[src/pkg/ebm_defines.vh]
// constants for the external bus pin muxing block
// assumes inclusion by bare name from verilog/ design files
`ifndef EBM_DEFINES_VH
`define EBM_DEFINES_VH
// bus cycle sequencer states
`define EBM_ST_IDLE 2'h0
`define EBM_ST_ADDR 2'h1
`define EBM_ST_DATA 2'h2
`define EBM_ST_END 2'h3
// byte lane select codes from the core: bit1 high lane, bit0 low lane
`define EBM_LANE_BOTH 2'h3
`define EBM_LANE_HIGH 2'h2
`define EBM_LANE_LOW 2'h1
// phase lengths in clock cycles
`define EBM_ADDR_CYCLES 4'h1
`define EBM_DATA_CYCLES 4'h2
`endif

[src/verilog/ebm_bus_pins.v]
// external bus pin muxing: sequences one external cycle onto the pins
// assumes core requests are synchronous and held stable until done pulses
`timescale 1ns/100ps
`default_nettype none
`include "ebm_defines.vh"
module ebm_bus_pins #(
   parameter AW = 20,
   parameter DW = 16,
   parameter HW = 8
) (
   input wire sys_clk,
   input wire rstn,
   input wire reqValid,
   input wire reqWrite,
   input wire [AW-1:0] reqAddr,
   input wire [1:0] reqLanes,
   input wire [DW-1:0] reqWdata,
   input wire busWide,
   input wire busMuxed,
   input wire chipCfgHighEnable,
   input wire [DW-1:0] internalBus,
   input wire [DW-1:0] portOut,
   input wire [DW-1:0] portOe,
   input wire [DW-1:0] sharedIn,
   output wire [HW-1:0] sharedUpperOut,
   output wire sharedUpperOe,
   output wire [HW-1:0] sharedLowerOut,
   output wire sharedLowerOe,
   output reg [AW-17:0] upperAddrOut_q,
   output reg [15:0] lowAddrOut_q,
   output reg addrLatchStrobe_q,
   output reg highByteEnable_n_q,
   output reg busActive_q,
   output reg [DW-1:0] rdData_q,
   output reg done_q
);
   reg [1:0] state_q;
   reg [1:0] state_d;
   reg [3:0] cnt_q; // cycles left in current phase after this one
   reg [3:0] cnt_d;
   reg write_q; // latched direction
   reg wide_q; // latched width
   reg muxed_q; // latched mode
   reg cfgHbe_q; // latched pin role
   reg [1:0] lanes_q; // latched byte lanes
   reg [AW-1:0] addr_q; // address held for the whole cycle
   reg [DW-1:0] wdata_q;
   wire inAddr = (state_d == `EBM_ST_ADDR);
   wire own = (state_d == `EBM_ST_ADDR) || (state_d == `EBM_ST_DATA);
   wire [AW-1:0] addrSel = (state_q == `EBM_ST_IDLE) ? reqAddr : addr_q;
   wire muxSel = (state_q == `EBM_ST_IDLE) ? busMuxed : muxed_q;
   wire wideSel = (state_q == `EBM_ST_IDLE) ? busWide : wide_q;
   wire wrSel = (state_q == `EBM_ST_IDLE) ? reqWrite : write_q;
   wire [DW-1:0] wdSel = (state_q == `EBM_ST_IDLE) ? reqWdata : wdata_q;
   // lower lane: address in mux address phase (first of three cycles), otherwise data
   wire lowUseAddr = muxSel && inAddr;
   wire lowDrive = lowUseAddr || wrSel;
   // upper lane behaviour depends on width and mode
   reg upUseAddr;
   reg upDrive;
   reg [HW-1:0] upData;
   always @* begin
      upUseAddr = 1'b0;
      upDrive = 1'b0;
      upData = wdSel[DW-1:HW];
      if (muxSel && wideSel) begin
         upUseAddr = inAddr;
         upDrive = inAddr || wrSel;
      end else if (muxSel) begin
         upUseAddr = 1'b1;
         upDrive = 1'b1;
      end else if (wideSel) begin
         upDrive = wrSel;
      end else begin
         // internal high byte shown, always driven
         upData = internalBus[DW-1:HW];
         upDrive = 1'b1;
      end
   end
   // lower byte lane instance
   ebm_lane_drv #(.W(HW)) uLow (
      .sys_clk(sys_clk),
      .rstn(rstn),
      .useAddr(lowUseAddr),
      .drive(lowDrive),
      .addrByte(addrSel[HW-1:0]),
      .dataByte(wdSel[HW-1:0]),
      .portByte(portOut[HW-1:0]),
      .portOe(|portOe[HW-1:0]),
      .busOwn(own),
      .laneOut_q(sharedLowerOut),
      .laneOe_q(sharedLowerOe)
   );
   // upper byte lane instance
   ebm_lane_drv #(.W(HW)) uUp (
      .sys_clk(sys_clk),
      .rstn(rstn),
      .useAddr(upUseAddr),
      .drive(upDrive),
      .addrByte(addrSel[DW-1:HW]),
      .dataByte(upData),
      .portByte(portOut[DW-1:HW]),
      .portOe(|portOe[DW-1:HW]),
      .busOwn(own),
      .laneOut_q(sharedUpperOut),
      .laneOe_q(sharedUpperOe)
   );
   // sequencer next state
   always @* begin
      state_d = state_q;
      cnt_d = cnt_q;
      case (state_q)
         `EBM_ST_IDLE: begin
            if (reqValid) begin
               state_d = `EBM_ST_ADDR;
               cnt_d = `EBM_ADDR_CYCLES - 4'h1;
            end
         end
         `EBM_ST_ADDR: begin
            if (cnt_q == 4'h0) begin
               state_d = `EBM_ST_DATA;
               cnt_d = `EBM_DATA_CYCLES - 4'h1;
            end else begin
               cnt_d = cnt_q - 4'h1;
            end
         end
         `EBM_ST_DATA: begin
            if (cnt_q == 4'h0) begin
               state_d = `EBM_ST_END;
            end else begin
               cnt_d = cnt_q - 4'h1;
            end
         end
         default: begin
            // one idle turn so a new cycle gets a fresh strobe
            state_d = `EBM_ST_IDLE;
         end
      endcase
   end
   // high byte enable value for a new cycle
   reg hbeNext;
   always @* begin
      hbeNext = 1'b1;
      if (!busWide) begin
         hbeNext = 1'b1;
      end else if (chipCfgHighEnable) begin
         // low when upper lane takes part; address bit zero then tells high-only
         hbeNext = ~reqLanes[1];
      end else begin
         // write strobe role: low only for writes on upper lane
         hbeNext = ~(reqWrite && reqLanes[1]);
      end
   end
   // sequencer and pin registers
   always @(posedge sys_clk) begin
      if (!rstn) begin
         state_q <= `EBM_ST_IDLE;
         cnt_q <= 4'h0;
         write_q <= 1'b0;
         wide_q <= 1'b0;
         muxed_q <= 1'b0;
         cfgHbe_q <= 1'b1;
         lanes_q <= 2'h0;
         addr_q <= {AW{1'b0}};
         wdata_q <= {DW{1'b0}};
         upperAddrOut_q <= {(AW-16){1'b0}};
         lowAddrOut_q <= 16'h0000;
         addrLatchStrobe_q <= 1'b0;
         highByteEnable_n_q <= 1'b1;
         busActive_q <= 1'b0;
         rdData_q <= {DW{1'b0}};
         done_q <= 1'b0;
      end else begin
         state_q <= state_d;
         cnt_q <= cnt_d;
         done_q <= 1'b0;
         // strobe high only in first cycle of an external cycle
         addrLatchStrobe_q <= (state_q == `EBM_ST_IDLE) && reqValid;
         busActive_q <= own;
         if (state_q == `EBM_ST_IDLE && reqValid) begin
            write_q <= reqWrite;
            wide_q <= busWide;
            muxed_q <= busMuxed;
            cfgHbe_q <= chipCfgHighEnable;
            lanes_q <= reqLanes;
            addr_q <= reqAddr;
            wdata_q <= reqWdata;
            // address pins valid with the strobe, held to cycle end
            lowAddrOut_q <= reqAddr[15:0];
            upperAddrOut_q <= reqAddr[AW-1:16];
            if (busWide && chipCfgHighEnable && reqLanes == `EBM_LANE_LOW) begin
               highByteEnable_n_q <= 1'b1;
            end else begin
               highByteEnable_n_q <= hbeNext;
            end
         end
         if (state_q == `EBM_ST_DATA && cnt_q == 4'h0) begin
            // sample read data at the last data cycle
            if (!write_q) begin
               rdData_q <= sharedIn;
            end
            done_q <= 1'b1;
         end
         if (state_d == `EBM_ST_END || state_d == `EBM_ST_IDLE) begin
            highByteEnable_n_q <= 1'b1; // deassert between cycles
         end
      end
   end
endmodule // ebm_bus_pins
`default_nettype wire

[src/verilog/ebm_lane_drv.v]
// one byte lane of the shared address/data lines
// assumes the top module decides phase and enable per cycle
`timescale 1ns/100ps
`default_nettype none
module ebm_lane_drv #(
   parameter W = 8
) (
   input wire sys_clk,
   input wire rstn,
   input wire useAddr,
   input wire drive,
   input wire [W-1:0] addrByte,
   input wire [W-1:0] dataByte,
   input wire [W-1:0] portByte,
   input wire portOe,
   input wire busOwn,
   output reg [W-1:0] laneOut_q,
   output reg laneOe_q
);
   // registered mux: bus owns lane during a cycle, else port function
   always @(posedge sys_clk) begin
      if (!rstn) begin
         laneOut_q <= {W{1'b0}};
         laneOe_q <= 1'b0;
      end else if (busOwn) begin
         laneOut_q <= useAddr ? addrByte : dataByte;
         laneOe_q <= drive;
      end else begin
         // general purpose port restored between cycles
         laneOut_q <= portByte;
         laneOe_q <= portOe;
      end
   end
endmodule // ebm_lane_drv
`default_nettype wire
[config.mk]
export PLATFORM = sky130hd
export DESIGN_NAME = ebm_bus_pins
export DESIGN_NICKNAME = d
export VERILOG_FILES = /design/src/verilog/ebm_bus_pins.v /design/src/verilog/ebm_lane_drv.v
export VERILOG_INCLUDE_DIRS = /design/src /design/src/pkg
export SDC_FILE = /design/constraint.sdc
export NUM_CORES = 1
export LEC_CHECK = 0
export ABC_AREA = 0
export BUFFER_PORTS_ARGS = -buffer_cell sky130_fd_sc_hd__buf_2
export CAP_MARGIN = 15
export CORE_MARGIN = 2
export CORE_UTILIZATION = 25
export CTS_CLUSTER_DIAMETER = 200
export CTS_CLUSTER_SIZE = 8
export DETAILED_ROUTE_END_ITERATION = 6
export GPL_ROUTABILITY_DRIVEN = 0
export PLACE_DENSITY = 0.55
export SLEW_MARGIN = 20
export SYNTH_ARGS = -nofsm -noshare
export SYNTH_HDL_FRONTEND = slang
export SYNTH_SLANG_ARGS = --single-unit
[constraint.sdc]
create_clock -name sys_clk -period 3 [get_ports sys_clk]
set_input_delay 0.3 -clock sys_clk [delete_from_list [all_inputs] [get_ports sys_clk]]
set_output_delay 0.3 -clock sys_clk [all_outputs]
set_load 0.02 [all_outputs]
== After elaboration in Yosys (flattened, before gate mapping) ==
Cells that the tools add are included.
Cells by class
  equal/unequal tests: 8
  reductions and logical operators: 20
  multiplexer cells: 31
  add/sub/neg operators: 1
  bitwise logic cells: 4
Operator list (count)
  2-to-1 mux 8 bit: 7
  2-to-1 mux 16 bit: 2
  OR reduction 8 bit: 2
  2-to-1 mux 1 bit: 14
  2-to-1 mux 4 bit: 3
  case mux 4 bit (3 select lines): 1
  logical AND 1 bit: 7
  == test 2 x 1 -> 1 bit, second input constant: 3
  == test 2 bit, second input constant: 3
  2-to-1 mux 2 bit: 3
  case mux 2 bit (3 select lines): 1
  logical NOT 2 bit: 2
  logical NOT 4 bit: 1
  logical OR 1 bit: 4
  inequality test 2 bit, second input constant: 2
  NOT 1 bit: 4
  subtractor 4 x 1 -> 4 bit, second input constant: 1
  AND reduction 3 bit: 1
  nonzero test 3 bit: 1
  AND reduction 2 bit: 1
  OR reduction 2 bit: 1
Storage, ports and cells
  logic and storage cells: 82
  input bits: 109
  output and inout bits: 58
  register bits after elaboration: 99

== Depth between registers and ports, before layout ==
  word-level depth: 7
  depth in mapped cells: 14

== Hierarchy ==
A second synthesis with hierarchy kept.
Unflattened totals
  cell total of the unflattened synthesis: 441
  area total of the unflattened synthesis: 4030.1 sq um
By module, submodules not included
  ebm_bus_pins: sequential area each 1301.2 sq um, instances 1, cells an instance 365, area an instance 3224.3 sq um
  ebm_lane_drv: sequential area each 180.2 sq um, instances 2, cells an instance 38, area an instance 402.9 sq um

== Least setup slack after synthesis ==
No wires, ideal clock.
  kind: register to register
  start: register state_q[0]
  end: register uLow.laneOut_q[1]
  buffers on the path: 4
  path slack: 0.266 ns
  arrival time: 2.658 ns
  stages on the path, launching flop included: 15
  library setup time: 0.076 ns
  period minus slack after synthesis: 2.734 ns
  cells stage by stage: dfxtp_1 > inv_1 > ha_1 > buf_2 > nand2_1 > clkbuf_1 > o211ai_1 > nor2b_1 > ha_1 > buf_2 > buf_4 > nand2_1 > nand2_1 > a311o_1 > a21boi_0
On the way
  word-level cells in the longest chain between the ends: 6
  elaborated cells on any way between the ends: 16
  those cells by class: eq/ne: 4; mux: 9; reduce/logical: 3
RTL lines
  start, declared: line ebm_bus_pins.v:37  | reg [1:0] state_q;
  start signal, assigned: line ebm_bus_pins.v:157  | state_q <= `EBM_ST_IDLE;
  start signal, assigned: line ebm_bus_pins.v:174  | state_q <= state_d;
  == test 2 bit (tied with other cells): line ebm_bus_pins.v:112  | case (state_q)
  case mux 2 bit (3 select lines) *: line ebm_bus_pins.v:112
  named net state_d[0]: line ebm_bus_pins.v:38  | reg [1:0] state_d;
  == test 2 x 1 -> 1 bit (no line)
  logical AND 1 bit: line ebm_bus_pins.v:56  | wire lowUseAddr = muxSel && inAddr;
  2-to-1 mux 8 bit: line ebm_lane_drv.v:26  | laneOut_q <= useAddr ? addrByte : dataByte;
  2-to-1 mux 8 bit *: line ebm_lane_drv.v:25  | end else if (busOwn) begin
  end signal, assigned: line ebm_lane_drv.v:23  | laneOut_q <= {W{1'b0}};
  end signal, assigned: line ebm_lane_drv.v:26
  end signal, assigned: line ebm_lane_drv.v:30  | laneOut_q <= portByte;
  end, declared: line ebm_lane_drv.v:17  | output reg [W-1:0] laneOut_q,
The timed path passes the listed nets; every way through them passes the cells marked *.
A chain may end at the register's enable or synchronous reset.

== Final worst setup path ==
  start: register cnt_q[0]
  end: register uLow.laneOut_q[5]
On the way
  word-level cells in the longest chain between the ends: 7
  elaborated cells on any way between the ends: 10
  those cells by class: eq/ne: 2; mux: 5; reduce/logical: 3
RTL lines
  start, declared: line ebm_bus_pins.v:39  | reg [3:0] cnt_q;
  start signal, assigned: line ebm_bus_pins.v:175  | cnt_q <= cnt_d;
  logical NOT 4 bit *: line ebm_bus_pins.v:120, ebm_bus_pins.v:128
  2-to-1 mux 2 bit (on tied branches): line ebm_bus_pins.v:128, ebm_bus_pins.v:120
  case mux 2 bit (3 select lines) *: line ebm_bus_pins.v:112
  named net state_d[0]: line ebm_bus_pins.v:38
  == test 2 x 1 -> 1 bit (no line)
  logical AND 1 bit: line ebm_bus_pins.v:56
  2-to-1 mux 8 bit: line ebm_lane_drv.v:26
  2-to-1 mux 8 bit *: line ebm_lane_drv.v:25
Marked as above.

==> run summary <==
Share of layout cells above drive strength 1: 32.1%
Power Total: 5420 µW
Cell family with most CP delay: compound AO/OA/AOI/OAI gates
Root Buffer: clkbuf_16
Period utilisation layout: 92.6%
Clock Pin Slew Worst Setup and Hold Paths: 0.06 ns
Cells along the critical path: inv_1 > ha_1 > or3b_4 > a21oi_1 > o211ai_1 > nor2b_1 > ha_1 > buf_4 > buf_4 > and3_1 > a211oi_1 > a311o_1 > a21boi_0
Layout area overhead: 32.0%
Tightest Hold Check Type: input port to register
Buffers & Inverters on Critical Path: 3
Max-slew violations: 0
Top-level port count: 167
Starting Density: 25.7%
Critical path type: register to register
Layout Nets: 748
First-pass GRT wire length: 20200 µm
Setup crit end kind: register
Critical Path RT: 3.27 ns
Die H: 132 µm
Die area: 17500 µm²
Cells after Synth: 489
Cell Rows: 46
Input/output buffers: 157
Die W: 132 µm
GRT Residual Overflow: 0
Clk_lat worst skew: 0.35 ns
Predominant post-synthesis flop cell: dfxtp_1
FMAX: 0.360 GHz
Placed insts: 836
Final Non-Filler Cells: 852
Tot GR Track Use: 14.6%
Leakage: 0.00242 µW
Final TNS setup: 0 ns
Pin count of the biggest net entering global routing: 47
Vias in the first global route: 3827
Setup Viol. Count Final: 0
Via Count: 3930
Area contributors post-synth: dfxtp_1 40%, nand2_1 12%, a21boi_0 8.6%
CP Depth: 13
Critical path arrival: 3.05 ns
Max FO, Critical Path: 11
Clk_skew: 0.00459 ns
Area of the core: 16000 µm²
Top cells by count, synth: 136 x nand2_1, 83 x dfxtp_1, 47 x a21boi_0
Avg WL per Cell: 15.1 µm
Relative slew margins: 51.7%
Status: completed
EDFF count, synth: 0
Final wirelength: 12800 µm
Initial DRC Count: 177
DRT antenna net count: 0
Hold slack: 0.194 ns
Critical path's largest stage delay: 0.37 ns
Hold depth: 2
Peak VDD IR: 0.433 mV
CTS tree: built
Hold Fails Final Rpt: 0
DRC: 0
Clk sink count: 83
CTS buffer count: 9
Post-synth top area share: 40.4%
TritonRoute pass-1 iters: 4
Initial antenna violation count: 0
Max_cap viols: 0
Final core occ: 33.9%
Antenna diode instance count: 0
Pwr Density: 999 nW/µm²
Synthesized net count: 606
Final min period: 2.78 ns
Synth Cell Area: 4110 µm²
Vias/cell: 4.61
Synth warn: 0
CTS max path bufs: 2
Post-CTS Setup Bufs: 0
Synth unique cells: 47
RSZ-0062 raised after global routing: false
Slowest CP cell: dfxtp_1
Mean Syn Cell Area: 8.40 µm²
CP Launch Type: register
Worst R2R Path Depth: 13
CTS Hold Bufs: 0
Most frequent cell after synthesis: nand2_1
Final HPWL DP: 9150 µm
Share of the yosys chip area belonging to registers: 40.4%
Synthesized flop and latch total: 83
Async S/R FF share, synth: 0%
Worst-margin pin slew: 0.723 ns
Yosys top cell by area: dfxtp_1
CTS H-tree lvls: 3
## through the flow
step	area, µm²	worst slack, ns
3_3_place_gp	5070	0.202
5_1_grt	5420	0.00552
2_1_floorplan	4110	0.266
4_1_cts	5420	0.154
6_report	5420	0.223
3_5_place_dp	5070	0.189
## flip-flops by register name (all words and copies together) (netlist names)
register            cells
cnt_q                   4
addrLatchStrobe_q       1
muxed_q                 1
done_q                  1
uLow.laneOut_q          8
busActive_q             1
addr_q                 16
uLow.laneOe_q           1
wide_q                  1
write_q                 1
uUp.laneOe_q            1
highByteEnable_n_q      1
wdata_q                16
rdData_q               16
upperAddrOut_q          4
state_q                 2
uUp.laneOut_q           8
## cell usage in the layout, fill, tap and decap left out, types with 10 or more instances in the layout
master and count:
nand2_1 134, dfxtp_1 83, a21boi_0 47, a21boi_1 10
a21oi_1 11, buf_2 157, buf_4 11, a211oi_1 15
inv_1 15, a21boi_2 10, o21ai_0 17, mux2i_1 10
and3_1 11
## where the power goes
part,leakage [µW],internal [µW],switching (µW)
clock network,0.000163,837,458
registers,0.000681,1370,141
logic,0.00157,976,1630
total,0.00242,3180,2230
## layer usage
layer,vias to the layer above,track usage [%],wire [µm]
met5,-,0,0
met4,0,5.38,202
met3,14,3.23,729
met2,119,23.3,5700
met1,1803,19.4,6200
li1,1994,-,-
## worst register-to-register path, delay by kind of cell (launching register included)
family          cells  cell delay (ns)
compound gates      5             0.85
simple gates        3             0.58
fa+ha+maj           2             0.44
flops               1             0.37
buf+inv             3             0.45
## final timing paths
path | end | slack (ns) | from
worst min register to register | wdata_q[0] | 0.45 | wdata_q[0]
worst max register to register | uLow.laneOut_q[5] | 0.22 | cnt_q[0]
worst max-delay path | uLow.laneOut_q[5] | 0.22 | cnt_q[0]
worst min-delay path | uUp.laneOut_q[5] | 0.19 | portOut[13]
## final cells by class
type                       instances  area, µm²
clock buffer                      12        246
clock inverter                     4       97.6
fill                            1756      10600
inverter                          15       56.3
multi-input combinational        354       2220
sequential                        83       1660
tap                              216        270
timing repair buffer             168        868
## timing repair
action                                  in CTS  in global routing
hold endpoints to repair                     0                  0
endpoints found under the setup margin       0                  7
resized for setup                            0                  3
## logic make-up after synthesis
group,synth area share (%)
and+or+nand+nor,20.5
buffers and inverters,5.76
AOI/OAI and AO/OA,27.6
DFF,40.4
adders and majority gates,2.44
muxes,3.26
Note: power is estimated with default switching activity, not from simulation.
